--- config.mk ---
export PLATFORM = sky130hd
export DESIGN_NAME = mcd_monitor_command_decoder
export DESIGN_NICKNAME = d
export VERILOG_FILES = /design/src/shared/mcd_pkg.sv /design/src/verilog/mcd_monitor_command_decoder.sv
export SDC_FILE = /design/constraint.sdc
export NUM_CORES = 1
export LEC_CHECK = 0
export ABC_AREA = 1
export ABC_CLOCK_PERIOD_IN_PS = 3370
export BUFFER_PORTS_ARGS = -buffer_cell sky130_fd_sc_hd__buf_4
export CORE_MARGIN = 8
export CORE_UTILIZATION = 56
export DETAILED_ROUTE_END_ITERATION = 8
export GPL_ROUTABILITY_DRIVEN = 0
export GPL_TIMING_DRIVEN = 0
export PLACE_DENSITY = 0.89
export SLEW_MARGIN = 10
export SYNTH_ARGS = -nofsm -noshare
export SYNTH_HDL_FRONTEND = slang
export SYNTH_SLANG_ARGS = --single-unit
--- constraint.sdc ---
create_clock -name CORE_CLK_IN -period 3.37 [get_ports CORE_CLK_IN]
set_input_delay 0.337 -clock CORE_CLK_IN [delete_from_list [all_inputs] [get_ports CORE_CLK_IN]]
set_output_delay 0.337 -clock CORE_CLK_IN [all_outputs]
set_load 0.02 [all_outputs]
--- src/shared/mcd_pkg.sv ---
// Package of command codes, field positions and carrier types for the command decoder
package mcd_pkg;

	// Frame layout
	localparam int unsigned CC_W = 11;
	localparam int unsigned CMD_BITS = 16;
	localparam int unsigned FRAME_BITS = 32;
	localparam logic [5:0] FRAME_LAST = 6'h1f;
	localparam logic [4:0] CMD_HIGH_ZERO = 5'h00;
	localparam logic [14:0] PEC_POLY = 15'h4599;
	localparam logic [14:0] PEC_SEED = 15'h0010;

	// Field positions inside the command code
	localparam int unsigned RATE_HI = 8;
	localparam int unsigned RATE_LO = 7;
	localparam int unsigned PULL_BIT = 6;
	localparam int unsigned TEST_HI = 6;
	localparam int unsigned TEST_LO = 5;
	localparam int unsigned DCP_BIT = 4;
	localparam int unsigned CHAN_HI = 2;
	localparam logic [2:0] STATUS_CHAN_MAX = 3'h4;

	// Fixed register-group access codes
	localparam logic [10:0] CC_WR_CFG_A = 11'h001;
	localparam logic [10:0] CC_RD_CFG_A = 11'h002;
	localparam logic [10:0] CC_WR_CFG_B = 11'h024;
	localparam logic [10:0] CC_RD_CFG_B = 11'h026;
	localparam logic [10:0] CC_RD_CELL_A = 11'h004;
	localparam logic [10:0] CC_RD_CELL_B = 11'h006;
	localparam logic [10:0] CC_RD_CELL_C = 11'h008;
	localparam logic [10:0] CC_RD_CELL_D = 11'h00a;
	localparam logic [10:0] CC_RD_CELL_E = 11'h009;
	localparam logic [10:0] CC_RD_CELL_F = 11'h00b;
	localparam logic [10:0] CC_RD_AUX_A = 11'h00c;
	localparam logic [10:0] CC_RD_AUX_B = 11'h00e;
	localparam logic [10:0] CC_RD_AUX_C = 11'h00d;
	localparam logic [10:0] CC_RD_AUX_D = 11'h00f;
	localparam logic [10:0] CC_RD_STAT_A = 11'h010;
	localparam logic [10:0] CC_RD_STAT_B = 11'h012;
	localparam logic [10:0] CC_WR_SW = 11'h014;
	localparam logic [10:0] CC_RD_SW = 11'h016;
	localparam logic [10:0] CC_CLR_SW = 11'h018;
	localparam logic [10:0] CC_ST_SW = 11'h019;
	localparam logic [10:0] CC_WR_DUTY = 11'h020;
	localparam logic [10:0] CC_RD_DUTY = 11'h022;
	localparam logic [10:0] CC_WR_DSB = 11'h01c;
	localparam logic [10:0] CC_RD_DSB = 11'h01e;
	localparam logic [10:0] CC_CLR_CELL = 11'h711;
	localparam logic [10:0] CC_CLR_AUX = 11'h712;
	localparam logic [10:0] CC_CLR_STAT = 11'h713;
	localparam logic [10:0] CC_POLL = 11'h714;
	localparam logic [10:0] CC_MUX_DIAG = 11'h715;
	localparam logic [10:0] CC_WR_COMM = 11'h721;
	localparam logic [10:0] CC_RD_COMM = 11'h722;
	localparam logic [10:0] CC_ST_COMM = 11'h723;

	// Conversion bases and the masks of their fixed bits
	localparam logic [10:0] CC_CELL_CONV = 11'h260;
	localparam logic [10:0] MK_CELL_CONV = 11'h668;
	localparam logic [10:0] CC_CELL_OW = 11'h228;
	localparam logic [10:0] MK_CELL_OW = 11'h628;
	localparam logic [10:0] CC_CELL_ST = 11'h207;
	localparam logic [10:0] CC_OVERLAP = 11'h201;
	localparam logic [10:0] CC_IN_CONV = 11'h460;
	localparam logic [10:0] CC_IN_RED = 11'h400;
	localparam logic [10:0] CC_IN_OW = 11'h410;
	localparam logic [10:0] MK_IN_OW = 11'h638;
	localparam logic [10:0] CC_IN_ST = 11'h407;
	localparam logic [10:0] CC_STAT_CONV = 11'h468;
	localparam logic [10:0] CC_STAT_RED = 11'h408;
	localparam logic [10:0] CC_STAT_ST = 11'h40f;
	localparam logic [10:0] CC_CELL_IN = 11'h46f;
	localparam logic [10:0] CC_CELL_SUM = 11'h467;
	localparam logic [10:0] MK_TEST = 11'h61f;
	localparam logic [10:0] MK_DCP_ONLY = 11'h66f;
	localparam logic [10:0] MK_CHAN = 11'h678;

	typedef enum logic [5:0] {
		MCD_NO_OPERATION,
		MCD_WRITE_CONFIG_GROUP_A, MCD_WRITE_CONFIG_GROUP_B,
		MCD_READ_CONFIG_GROUP_A, MCD_READ_CONFIG_GROUP_B,
		MCD_READ_CELL_GROUP_A, MCD_READ_CELL_GROUP_B, MCD_READ_CELL_GROUP_C,
		MCD_READ_CELL_GROUP_D, MCD_READ_CELL_GROUP_E, MCD_READ_CELL_GROUP_F,
		MCD_READ_AUX_GROUP_A, MCD_READ_AUX_GROUP_B, MCD_READ_AUX_GROUP_C,
		MCD_READ_AUX_GROUP_D, MCD_READ_STATUS_GROUP_A, MCD_READ_STATUS_GROUP_B,
		MCD_WRITE_SWITCH_PIN_GROUP, MCD_READ_SWITCH_PIN_GROUP,
		MCD_CLEAR_SWITCH_PIN_GROUP, MCD_START_SWITCH_PIN_PULSING,
		MCD_WRITE_DUTY_GROUP, MCD_READ_DUTY_GROUP,
		MCD_WRITE_DUTY_SWITCH_GROUP_B, MCD_READ_DUTY_SWITCH_GROUP_B,
		MCD_CELL_CONVERSION_START, MCD_CELL_OPEN_WIRE_START, MCD_CELL_SELF_TEST_START,
		MCD_OVERLAP_MEASURE_START, MCD_INPUT_CONVERSION_START, MCD_INPUT_REDUNDANT_START,
		MCD_INPUT_OPEN_WIRE_START, MCD_INPUT_SELF_TEST_START,
		MCD_STATUS_CONVERSION_START, MCD_STATUS_REDUNDANT_START,
		MCD_STATUS_SELF_TEST_START, MCD_CELL_PLUS_INPUTS_START, MCD_CELL_PLUS_SUM_START,
		MCD_CLEAR_CELL_GROUPS, MCD_CLEAR_AUX_GROUPS, MCD_CLEAR_STATUS_GROUPS,
		MCD_CONVERSION_POLL, MCD_MUX_DIAGNOSTIC_START,
		MCD_WRITE_PERIPHERAL_COMM_GROUP, MCD_READ_PERIPHERAL_COMM_GROUP,
		MCD_START_PERIPHERAL_TRANSFER
	} mcd_cmd_e;

	typedef struct packed {
		mcd_cmd_e kind;
		logic [1:0] conversion_rate_field;
		logic discharge_permit_bit;
		logic pull_direction_select;
		logic [1:0] self_test_pattern_select;
		logic [2:0] channel_select;
	} mcd_cmd_t;

endpackage

--- src/verilog/mcd_monitor_command_decoder.sv ---
// Serial command frame receiver and command code decoder
//
// Overview of operation
// - Decode configuration, cell, auxiliary, status group codes
// - Switch pin group write, read, clear codes
// - 0x019 starts switch pulsing, then poll status
// - Duty group write 0x020, read 0x022
// - Duty/switch group B write 0x01C, read 0x01E
// - Cell conversion base 0x260 with rate, permit, channel
// - Cell open wire base 0x228 adds pull select
// - Cell self test base 0x207, rate and pattern
// - Overlap measure base 0x201, rate and permit
// - Input conversion base 0x460, rate and channel
// - Redundant input conversion base 0x400
// - Input open wire base 0x410 with pull select
// - Input self test base 0x407, rate and pattern
// - Status conversion base 0x468, rate and channel
// - Redundant status conversion base 0x408
// - Status self test base 0x40F, rate and pattern
// - Cell plus inputs base 0x46F, rate and permit
// - Cell plus sum base 0x467, rate and permit
// - Clear cell, aux, status with 0x711-0x713
// - 0x714 reports busy without new conversion
// - 0x715 starts mux diagnostic, then poll status
// - Comm group write 0x721, read 0x722, start 0x723
// - Code in low 11 bits, top five zero
// - Error code over 16 bits checked first
// - Status conversion with channel 5 or 6 ignored
module mcd_monitor_command_decoder
	import mcd_pkg::*;
(
	input wire logic CORE_CLK_IN, // Core clock, 40 MHz
	input wire logic RESET_IN, // Synchronous reset, active high
	input wire logic LINK_SCK_IN, // Serial clock from the host, asynchronous
	input wire logic LINK_CS_N_IN, // Frame select from the host, active low
	input wire logic LINK_SDI_IN, // Serial data from the host, MSB first
	input wire logic CONV_BUSY_IN, // Conversion engine busy, core domain
	output logic LINK_SDO_OUT, // Poll status to the host, low while busy
	output mcd_cmd_t CMD_OUT, // Decoded command and its fields
	output logic CMD_VALID_OUT, // One-cycle pulse, CMD_OUT is new
	output logic CMD_REJECT_OUT // One-cycle pulse, frame failed its checks
);

	////////////////////////////////////////////////////////////////////////////
	// Packet error code over the command bits, one bit at a time

	function automatic logic [14:0] pec_of(input logic [15:0] data);
		logic [14:0] rem;
		logic fb;
		rem = PEC_SEED;
		fb = 1'b0;
		for (int i = 15; i >= 0; i--) begin
			fb = data[i] ^ rem[14];
			rem = {rem[13:0], 1'b0} ^ (fb ? PEC_POLY : 15'h0000);
		end
		return rem;
	endfunction

	// Masked match of a code against a base with variable fields zeroed
	function automatic logic code_match(input logic [10:0] cc, input logic [10:0] mask,
		input logic [10:0] base);
		return (cc & mask) == base;
	endfunction

	////////////////////////////////////////////////////////////////////////////
	// Fixed codes map one to one onto a command kind

	function automatic mcd_cmd_e fixed_kind(input logic [10:0] cc);
		mcd_cmd_e k;
		k = MCD_NO_OPERATION;
		case (cc)
			CC_WR_CFG_A: k = MCD_WRITE_CONFIG_GROUP_A;
			CC_RD_CFG_A: k = MCD_READ_CONFIG_GROUP_A;
			CC_WR_CFG_B: k = MCD_WRITE_CONFIG_GROUP_B;
			CC_RD_CFG_B: k = MCD_READ_CONFIG_GROUP_B;
			CC_RD_CELL_A: k = MCD_READ_CELL_GROUP_A;
			CC_RD_CELL_B: k = MCD_READ_CELL_GROUP_B;
			CC_RD_CELL_C: k = MCD_READ_CELL_GROUP_C;
			CC_RD_CELL_D: k = MCD_READ_CELL_GROUP_D;
			CC_RD_CELL_E: k = MCD_READ_CELL_GROUP_E;
			CC_RD_CELL_F: k = MCD_READ_CELL_GROUP_F;
			CC_RD_AUX_A: k = MCD_READ_AUX_GROUP_A;
			CC_RD_AUX_B: k = MCD_READ_AUX_GROUP_B;
			CC_RD_AUX_C: k = MCD_READ_AUX_GROUP_C;
			CC_RD_AUX_D: k = MCD_READ_AUX_GROUP_D;
			CC_RD_STAT_A: k = MCD_READ_STATUS_GROUP_A;
			CC_RD_STAT_B: k = MCD_READ_STATUS_GROUP_B;
			CC_WR_SW: k = MCD_WRITE_SWITCH_PIN_GROUP;
			CC_RD_SW: k = MCD_READ_SWITCH_PIN_GROUP;
			CC_CLR_SW: k = MCD_CLEAR_SWITCH_PIN_GROUP;
			CC_ST_SW: k = MCD_START_SWITCH_PIN_PULSING;
			CC_WR_DUTY: k = MCD_WRITE_DUTY_GROUP;
			CC_RD_DUTY: k = MCD_READ_DUTY_GROUP;
			CC_WR_DSB: k = MCD_WRITE_DUTY_SWITCH_GROUP_B;
			CC_RD_DSB: k = MCD_READ_DUTY_SWITCH_GROUP_B;
			CC_CLR_CELL: k = MCD_CLEAR_CELL_GROUPS;
			CC_CLR_AUX: k = MCD_CLEAR_AUX_GROUPS;
			CC_CLR_STAT: k = MCD_CLEAR_STATUS_GROUPS;
			CC_POLL: k = MCD_CONVERSION_POLL;
			CC_MUX_DIAG: k = MCD_MUX_DIAGNOSTIC_START;
			CC_WR_COMM: k = MCD_WRITE_PERIPHERAL_COMM_GROUP;
			CC_RD_COMM: k = MCD_READ_PERIPHERAL_COMM_GROUP;
			CC_ST_COMM: k = MCD_START_PERIPHERAL_TRANSFER;
			default: k = MCD_NO_OPERATION;
		endcase
		return k;
	endfunction

	////////////////////////////////////////////////////////////////////////////
	// Kinds after which the link answers with poll status until the frame ends

	function automatic logic polls_after(input mcd_cmd_e k);
		logic p;
		p = 1'b0;
		case (k)
			MCD_START_SWITCH_PIN_PULSING: p = 1'b1;
			MCD_CELL_CONVERSION_START: p = 1'b1;
			MCD_CELL_OPEN_WIRE_START: p = 1'b1;
			MCD_CELL_SELF_TEST_START: p = 1'b1;
			MCD_OVERLAP_MEASURE_START: p = 1'b1;
			MCD_INPUT_CONVERSION_START: p = 1'b1;
			MCD_INPUT_REDUNDANT_START: p = 1'b1;
			MCD_INPUT_OPEN_WIRE_START: p = 1'b1;
			MCD_INPUT_SELF_TEST_START: p = 1'b1;
			MCD_STATUS_CONVERSION_START: p = 1'b1;
			MCD_STATUS_REDUNDANT_START: p = 1'b1;
			MCD_STATUS_SELF_TEST_START: p = 1'b1;
			MCD_CELL_PLUS_INPUTS_START: p = 1'b1;
			MCD_CELL_PLUS_SUM_START: p = 1'b1;
			MCD_CONVERSION_POLL: p = 1'b1;
			MCD_MUX_DIAGNOSTIC_START: p = 1'b1;
			default: p = 1'b0;
		endcase
		return p;
	endfunction

	////////////////////////////////////////////////////////////////////////////
	// Link input synchronisers; the first stage feeds only the second

	logic [2:0] sync1_r;
	logic [2:0] sync2_r;
	logic sck_prev_r;

	always_ff @(posedge CORE_CLK_IN) begin
		if (RESET_IN) begin
			sync1_r <= 3'h7; // Deselected, so no false edge follows reset
			sync2_r <= 3'h7;
			sck_prev_r <= 1'b1;
		end else begin
			sync1_r <= {LINK_CS_N_IN, LINK_SCK_IN, LINK_SDI_IN};
			sync2_r <= sync1_r;
			sck_prev_r <= sync2_r[1];
		end
	end

	// Rising serial clock inside a frame takes one data bit
	logic cs_n_s;
	logic sck_s;
	logic sdi_s;
	logic sck_rise;
	assign cs_n_s = sync2_r[2];
	assign sck_s = sync2_r[1];
	assign sdi_s = sync2_r[0];
	assign sck_rise = sck_s & ~sck_prev_r & ~cs_n_s;

	////////////////////////////////////////////////////////////////////////////
	// Frame shifter: command bytes then error code bytes, MSB first

	logic [31:0] shift_r;
	logic [31:0] shift_nxt;
	logic [5:0] count_r;
	logic [5:0] count_nxt;
	logic done_r;
	logic done_nxt;
	logic counting;

	// Bits past the fourth byte are data for other logic and are not counted
	assign counting = sck_rise & (count_r <= FRAME_LAST);
	assign shift_nxt = counting ? {shift_r[30:0], sdi_s} : shift_r;
	assign count_nxt = cs_n_s ? 6'h00 : (counting ? count_r + 6'h01 : count_r);
	assign done_nxt = counting & (count_r == FRAME_LAST);

	always_ff @(posedge CORE_CLK_IN) begin
		if (RESET_IN) begin
			shift_r <= 32'h0000_0000;
			count_r <= 6'h00;
			done_r <= 1'b0;
		end else begin
			shift_r <= shift_nxt;
			count_r <= count_nxt;
			done_r <= done_nxt;
		end
	end

	////////////////////////////////////////////////////////////////////////////
	// Frame checks

	logic [15:0] cmd_word;
	logic [15:0] pec_word;
	logic [10:0] cc;
	logic format_ok;
	logic pec_ok;

	assign cmd_word = shift_r[31:16];
	assign pec_word = shift_r[15:0];
	assign cc = cmd_word[10:0];
	assign format_ok = cmd_word[15:11] == CMD_HIGH_ZERO;
	assign pec_ok = pec_word == {pec_of(cmd_word), 1'b0};

	////////////////////////////////////////////////////////////////////////////
	// Conversion matches; patterns with fixed low bits win over channel forms

	logic hit_cell_conv;
	logic hit_cell_ow;
	logic hit_cell_st;
	logic hit_overlap;
	logic hit_in_conv;
	logic hit_in_red;
	logic hit_in_ow;
	logic hit_in_st;
	logic hit_stat_conv;
	logic hit_stat_red;
	logic hit_stat_st;
	logic hit_cell_in;
	logic hit_cell_sum;

	assign hit_cell_conv = code_match(cc, MK_CELL_CONV, CC_CELL_CONV);
	assign hit_cell_ow = code_match(cc, MK_CELL_OW, CC_CELL_OW);
	assign hit_cell_st = code_match(cc, MK_TEST, CC_CELL_ST);
	assign hit_overlap = code_match(cc, MK_DCP_ONLY, CC_OVERLAP);
	assign hit_in_conv = code_match(cc, MK_CHAN, CC_IN_CONV);
	assign hit_in_red = code_match(cc, MK_CHAN, CC_IN_RED);
	assign hit_in_ow = code_match(cc, MK_IN_OW, CC_IN_OW);
	assign hit_in_st = code_match(cc, MK_TEST, CC_IN_ST);
	assign hit_stat_conv = code_match(cc, MK_CHAN, CC_STAT_CONV);
	assign hit_stat_red = code_match(cc, MK_CHAN, CC_STAT_RED);
	assign hit_stat_st = code_match(cc, MK_TEST, CC_STAT_ST);
	assign hit_cell_in = code_match(cc, MK_DCP_ONLY, CC_CELL_IN);
	assign hit_cell_sum = code_match(cc, MK_DCP_ONLY, CC_CELL_SUM);

	// Fixed-low-bit forms win; combined cell forms beat self test pattern three
	mcd_cmd_e conv_kind;
	assign conv_kind =
		hit_cell_in ? MCD_CELL_PLUS_INPUTS_START :
		hit_cell_sum ? MCD_CELL_PLUS_SUM_START :
		hit_cell_st ? MCD_CELL_SELF_TEST_START :
		hit_in_st ? MCD_INPUT_SELF_TEST_START :
		hit_stat_st ? MCD_STATUS_SELF_TEST_START :
		hit_overlap ? MCD_OVERLAP_MEASURE_START :
		hit_cell_conv ? MCD_CELL_CONVERSION_START :
		hit_cell_ow ? MCD_CELL_OPEN_WIRE_START :
		hit_in_conv ? MCD_INPUT_CONVERSION_START :
		hit_in_red ? MCD_INPUT_REDUNDANT_START :
		hit_in_ow ? MCD_INPUT_OPEN_WIRE_START :
		hit_stat_conv ? MCD_STATUS_CONVERSION_START :
		hit_stat_red ? MCD_STATUS_REDUNDANT_START :
		MCD_NO_OPERATION;

	// Fixed codes and conversion forms never share a pattern of the top bits
	mcd_cmd_e fix_kind;
	mcd_cmd_e any_kind;
	logic stat_chan_bad;
	mcd_cmd_e final_kind;
	assign fix_kind = fixed_kind(cc);
	assign any_kind = (fix_kind != MCD_NO_OPERATION) ? fix_kind : conv_kind;
	assign stat_chan_bad = (any_kind == MCD_STATUS_CONVERSION_START) &
		(cc[CHAN_HI:0] > STATUS_CHAN_MAX);
	assign final_kind = stat_chan_bad ? MCD_NO_OPERATION : any_kind;

	// Field extraction; fields not carried by a kind read as zero
	mcd_cmd_t dec;
	logic has_dcp;
	logic has_pull;
	logic has_test;
	logic has_chan;
	assign has_dcp = hit_cell_conv | hit_cell_ow | hit_overlap | hit_cell_in | hit_cell_sum;
	assign has_pull = (final_kind == MCD_CELL_OPEN_WIRE_START) |
		(final_kind == MCD_INPUT_OPEN_WIRE_START);
	assign has_test = (final_kind == MCD_CELL_SELF_TEST_START) |
		(final_kind == MCD_INPUT_SELF_TEST_START) |
		(final_kind == MCD_STATUS_SELF_TEST_START);
	assign has_chan = (final_kind == MCD_CELL_CONVERSION_START) |
		(final_kind == MCD_CELL_OPEN_WIRE_START) |
		(final_kind == MCD_INPUT_CONVERSION_START) |
		(final_kind == MCD_INPUT_REDUNDANT_START) |
		(final_kind == MCD_INPUT_OPEN_WIRE_START) |
		(final_kind == MCD_STATUS_CONVERSION_START) |
		(final_kind == MCD_STATUS_REDUNDANT_START);
	assign dec.kind = final_kind;
	assign dec.conversion_rate_field = (conv_kind != MCD_NO_OPERATION) ?
		cc[RATE_HI:RATE_LO] : 2'h0;
	assign dec.discharge_permit_bit = has_dcp & cc[DCP_BIT];
	assign dec.pull_direction_select = has_pull & cc[PULL_BIT];
	assign dec.self_test_pattern_select = has_test ? cc[TEST_HI:TEST_LO] : 2'h0;
	assign dec.channel_select = has_chan ? cc[CHAN_HI:0] : 3'h0;

	////////////////////////////////////////////////////////////////////////////
	// Issue: only a clean, known command leaves the block

	logic accept;
	logic reject;
	assign accept = done_r & format_ok & pec_ok & (final_kind != MCD_NO_OPERATION);
	assign reject = done_r & ~(format_ok & pec_ok);

	mcd_cmd_t cmd_r;
	logic valid_r;
	logic reject_r;

	// Last command is held so downstream logic may sample it late
	always_ff @(posedge CORE_CLK_IN) begin
		if (RESET_IN) begin
			cmd_r <= '0;
			valid_r <= 1'b0;
			reject_r <= 1'b0;
		end else begin
			cmd_r <= accept ? dec : cmd_r;
			valid_r <= accept;
			reject_r <= reject;
		end
	end

	////////////////////////////////////////////////////////////////////////////
	// Poll answer: after a polling command the data line shows not-busy
	// until the frame ends; the host sees status one core cycle late at most

	logic poll_r;
	logic poll_nxt;
	logic sdo_r;
	assign poll_nxt = cs_n_s ? 1'b0 : (accept & polls_after(final_kind)) | poll_r;

	always_ff @(posedge CORE_CLK_IN) begin
		if (RESET_IN) begin
			poll_r <= 1'b0;
			sdo_r <= 1'b1;
		end else begin
			poll_r <= poll_nxt;
			sdo_r <= poll_r ? ~CONV_BUSY_IN : 1'b1;
		end
	end

	assign CMD_OUT = cmd_r;
	assign CMD_VALID_OUT = valid_r;
	assign CMD_REJECT_OUT = reject_r;
	assign LINK_SDO_OUT = sdo_r;

endmodule

# == Yosys cells after proc, flatten, opt, wreduce, memory -nomap -nowiden ==
# Memories as Yosys holds them, arrays and structs flattened.
# Index checks and enable logic that the tools add are counted.
# word_totals
ff_bits,65
romBits,64
in_bits,6
output_inout_bits,18
wordCells,182
memories,1
# memory_table
name,words,width,rd,rd_ports_with_merged_regs,wr,line,text
(name not given),64,1,1,0,0,mcd_monitor_command_decoder.sv:115,case (k)
# op_classes
addsub,1
n_lt_le_gt_ge,2
n_eq_ne,58
muxes,35
n_bitwise,63
n_reduce_logical,6
# ops
op,n
$mux W15,16
$xor A15 B15 Y15,15
$pmux W6 S32,1
$mux W6,15
$eq A11 B11 Y1 const B,8
$eq A11 B4 Y1 const B,8
$eq A11 B5 Y1 const B,8
$eq A6 B6 Y1 const B,9
$eq A11 B6 Y1 const B,4
$eq A6 B5 Y1 const B,7
$eq A11 B3 Y1 const B,2
$reduce_bool A6 Y1,3
$eq A16 B16 Y1,1
$eq A8 B8 Y1 const B,2
$xor A1 B1 Y1,15
$eq A7 B7 Y1 const B,2
$or A1 B1 Y1,14
$and A1 B1 Y1,13
$eq A11 B1 Y1 const B,1
$eq A11 B2 Y1 const B,1
$eq A8 B7 Y1 const B,1
$eq A7 B6 Y1 const B,1
$add A6 B1 Y6 const B,1
$le A6 B5 Y1 const B,1
9 further kinds,16

# == Logic depth before layout (Yosys ltp) ==
# depth
word_depth,51
mapped_depth,33
ltp_nobuf,32

# == Worst setup path after synthesis ==
# No wires, ideal clock.
# synth_path
path_kind,reg2reg
startpoint,register shift_r[31]
endpoint,"register cmd_r, in the netlist CMD_OUT[9]"
setup_ps,112
arrival_ps,3058
required_ps,3258
setup_slack_ps,201
path_stages_with_launch,32
n_path_buf,2
period_less_slack_ps,3169
cell_sequence,dfxtp_1 > buf_2 > inv_1 > nand2_2 > nand3_4 > nand2_4 > nand2_4 > nand2_4 > nand2_4 > nand2_4 > nand2_8 > nand2_8 > nand2_4 > nand2_4 > nand2_4 > nand2_2 > nand2_1 > nand2_2 > nand2_2 > nand2_4 > nand2_2 > nand3b_2 > nand3_1 > nand2_1 > inv_2 > nor2_1 > nand3_2 > nor2_4 > nand3_4 > buf_6 > nor2_2 > nor2_1
# synth_via
elab_chain_cells,49
word_cells_on_any_way,51
cone_classes,1 x eq/ne; 16 x mux; 33 x bitwise; 1 x reduce/logical
# synth_lines
element,line,text
"start, declared",mcd_monitor_command_decoder.sv:169,logic [31:0] shift_r;
"start signal, assigned",mcd_monitor_command_decoder.sv:189,shift_r <= shift_nxt;
$mux W15,mcd_monitor_command_decoder.sv:54,"rem = {rem[13:0], 1'b0} ^ (fb ? PEC_POLY : 15'h0000);"
$xor A1 B1 Y1,mcd_monitor_command_decoder.sv:53,fb = data[i] ^ rem[14];
$mux W15,mcd_monitor_command_decoder.sv:54,
$xor A15 B15 Y15,mcd_monitor_command_decoder.sv:54,
$xor A1 B1 Y1,mcd_monitor_command_decoder.sv:53,
$mux W15,mcd_monitor_command_decoder.sv:54,
$xor A15 B15 Y15,mcd_monitor_command_decoder.sv:54,
$xor A1 B1 Y1,mcd_monitor_command_decoder.sv:53,
(+32 left out),--,
$xor A1 B1 Y1,mcd_monitor_command_decoder.sv:53,
$mux W15,mcd_monitor_command_decoder.sv:54,
$xor A15 B15 Y15,mcd_monitor_command_decoder.sv:54,
$xor A1 B1 Y1,mcd_monitor_command_decoder.sv:53,
$mux W15,mcd_monitor_command_decoder.sv:54,
$xor A15 B15 Y15,mcd_monitor_command_decoder.sv:54,
$eq A16 B16 Y1,mcd_monitor_command_decoder.sv:208,"assign pec_ok = pec_word == {pec_of(cmd_word), 1'b0};"
$and A1 B1 Y1 (*) (2 in a row),mcd_monitor_command_decoder.sv:302,assign accept = done_r & format_ok & pec_ok & (final_kind != MCD_NO_OPERATION);
"end signal, assigned",mcd_monitor_command_decoder.sv:316,cmd_r <= accept ? dec : cmd_r;
"end, declared",mcd_monitor_command_decoder.sv:305,mcd_cmd_t cmd_r;
# Every way passes the cells marked *; elsewhere a longest branch is shown, timed or not.
# A chain may end at the register's enable or synchronous reset.

# == Final worst setup path ==
# layout_path
startpoint,register shift_r[31]
endpoint,"register cmd_r, in the netlist CMD_OUT[4]"
# Same word-level chain as after synthesis.

==> flow_summary.ini <==
[job]
drv_cap = 0

[placed_design]
numPortBuffers = 23
placedCellCount = 875
hpwl_mm = 9.722
dp_slack_ns = -0.3712

[timing]
fin_crit_ns = 3.673
hold_violations = 0
worst_pin_slew_ns = 0.7120
slew_viol_final = 0
whs_ns = 0.1489
finClkSkew_ns = 0.01120
rsz0062_at_grt = true
finalSetupViolCount = 17
relSlewSlack_pct = 52.53
finalCritPeriodShare_pct = 109.0
worst_slack_ns = -0.3030
fmax_mhz = 272.3

[yosys]
synth.top_cells.by_area = dfxtp_1 27%, nand2_1 14%, nand3_1 8.6%
synth_edf_count = 0
ys_top_cells_by_count = 183 x nand2_1, 95 x inv_1, 82 x nand3_1, 65 x dfxtp_1, 62 x nor2_1
synth_nets = 754
yosysWarnings = 0
netlist_instances = 747
async_reset_ff_share_pct = 0
yosys.area.top_type_share_pct = 27.35
yosysTopAreaCell = dfxtp_1
synth.avg_cell_area_um2 = 6.368
synth_seq_cells = 65
synth_flop_cell = dfxtp_1
netlist_area_mm2 = 0.004757
synth_most_common_cell = nand2_1
synth.distinct_cells = 42
seq_area_frac_synth_pct = 27.35

[status]
violations = setup timing
status = finished, violations left

[floorplanning]
ioPinCount = 24
die_width_um = 108.2
die_h_um = 108.2
initial_utilization_pct = 57.90
rows = 33
die-area_mm2 = 0.01170
coreArea_mm2 = 0.008217

[grt]
grt_usage_pct = 24.50
grt-busiest-layer = met2
grt_util_met1_pct = 27.21
grt_pass1_vias = 5195
grtUsageMet2_pct = 42.68
grt_pass1_wl_mm = 23.52
grt_overflow = 0
use_met3_pct = 4.462
grt_max_degree = 15
antenna_found_initial = 0

[routing]
routed_wirelength_mm = 15.79
post_drt_wl_per_cell_um = 17.02
firstDrtPassIters = 6
postRouteAntennaNets = 0
drc = 0
num_vias = 5525
via_per_inst = 5.954
drtIter0Drc = 509

[worst_hold_path]
holdCritStartpoint = LINK_SCK_IN
worst_hold_path.endpoint = sync1_r[1]
min_delay_path_depth = 2
min_path_type = primary input to register

[power_and_ir_drop]
combinationalPowerShare_pct = 30.2
p_total_mw = 2.130
power_density_mw_per_mm2 = 339.6
ir_drop_v = 0.0003090
p_sw_uw = 765.2
p_int_mw = 1.365
p_leak_nw = 2.907
seq_power_share_pct = 36.5
clockPowerShare_pct = 33.3
switching_share_pct = 35.93

[worst_setup_path]
crit_path_end_kind = register
reg2reg_to = CMD_OUT[4]
criticalPathCategory = register to register
cp-startpoint = shift_r[31]
timing.rr.start = shift_r[31]
arrival_ns = 3.98
slowest_delay_ns = 0.34
worstSetupStartpointType = register
rr_worst_depth = 31
crit_top_cell = nand2_1
crit_slowest_cell = dfxtp_2
regToRegSetupSlack_ns = -0.30
cp.required_ns = 3.68
crit_fanout = 7

[layout]
diodes = 0
fin_cells = 928
layout-drive-gt1-share_pct = 29.40
nets = 825
syn_to_final_growth_pct = 31.85

[clocking]
clock_path_buffers = 2
root_buffer = clkbuf_8
ctsHoldBuffers = 0
clkLatencyLatePin_ns = 0.36
h-tree-depth = 3
cts_tree = built
path_clk_slew_ns = 0.08
cts_made_buffers = 9
cts.sinks = 65
## per-stage QoR
stage	utilization (%)	cell area [µm²]	TNS, ns
after floorplan	-	4757	0
after global placement	61.60	5061	-3.249
after detailed placement	61.60	5061	-5.030
after CTS	70.67	5807	-0.04232
after global routing	76.34	6272	-7.418
final	76.34	6272	-4.013
## per-layer routing
layer	vias up	routed length, µm	share of wire, %
met5	-	0	0
met4	0	929	5.9
met3	101	1243	7.9
met2	348	7879	50
met1	2519	5738	36
li1	2557	-	-
## cells in the final DEF (no fill, tap or decap), drive strengths merged, types with 2 or more instances in the layout
cell type / Yosys / routed
clkinvlp: 0 / 2
nand4: 11 / 11
nand3: 103 / 103
xnor2: 4 / 4
nor3b: 3 / 3
buf: 6 / 66
nor3: 10 / 10
a21oi: 43 / 43
nand3b: 6 / 6
nor4: 5 / 5
nor2: 65 / 66
clkbuf: 14 / 22
inv: 104 / 108
xor2: 21 / 21
dfxtp: 65 / 65
or2: 9 / 9
nand2: 216 / 216
o21ai: 53 / 53
## final cells by class
cell class | count | area (µm²)
Buffer | 19 | 105.1
Clock buffer | 9 | 123.9
Clock inverter | 7 | 82.58
Fill cell | 552 | 1944
Inverter | 105 | 412.9
Multi-Input combinational cell | 558 | 3610
Sequential cell | 65 | 1313
Tap cell | 105 | 131.4
Timing Repair Buffer | 60 | 494.2
## worst max path at each step
| stage | endpoint | cells after the start | slack [ns] |
|---|---|---|---|
| final | CMD_OUT[4] | 31 | -0.30 |
| after CTS | CMD_OUT[9] | 31 | -0.008 |
| after floorplan | CMD_OUT[9] | 31 | 0.20 |
| after global placement | CMD_OUT[9] | 26 | -0.26 |
| after global routing | CMD_OUT[4] | 31 | -0.50 |
| after detailed placement | CMD_OUT[8] | 24 | -0.37 |
## logic make-up after synthesis
family / Yosys count / share of synthesized area [%]
adder cells (fa/ha/maj): 1 / 0.2630
AND/OR/NAND/NOR: 428 / 45.61
flip-flops: 65 / 27.35
buffers and inverters: 125 / 10.28
AO/OA/AOI/OAI: 103 / 11.34
XOR/XNOR: 25 / 5.155
## sequential cells by signal, indices dropped and copies added (netlist names), 3 cells and up
register / cells
CMD_OUT: 15
sync1_r: 3
count_r: 6
sync2_r: 3
shift_r: 32
## power by group through the flow
stage	Clock, mW	Sequential [mW]	Combinational, mW
6_report	0.709	0.777	0.644
3_5_place_dp	0	0.795	0.396
5_1_grt	0.745	0.778	0.692
4_1_cts	0.707	0.777	0.495
3_3_place_gp	0	0.795	0.376
2_1_floorplan	0	0.794	0.321
## what timing repair did
item	4_1_cts	5_1_grt
pin swaps	38	45
endpoints found under the setup margin	17	18
gates cloned	2	0
buffers inserted	20	17
gates resized for setup	83	73
## worst max-delay path, delay by kind of cell, from the launching register on
kind	cells	cell delay, ns
buffers and inverters	5	0.50
flip-flops	1	0.34
AND/OR/NAND/NOR	26	2.78
Note: power is estimated with default switching activity, not from simulation.
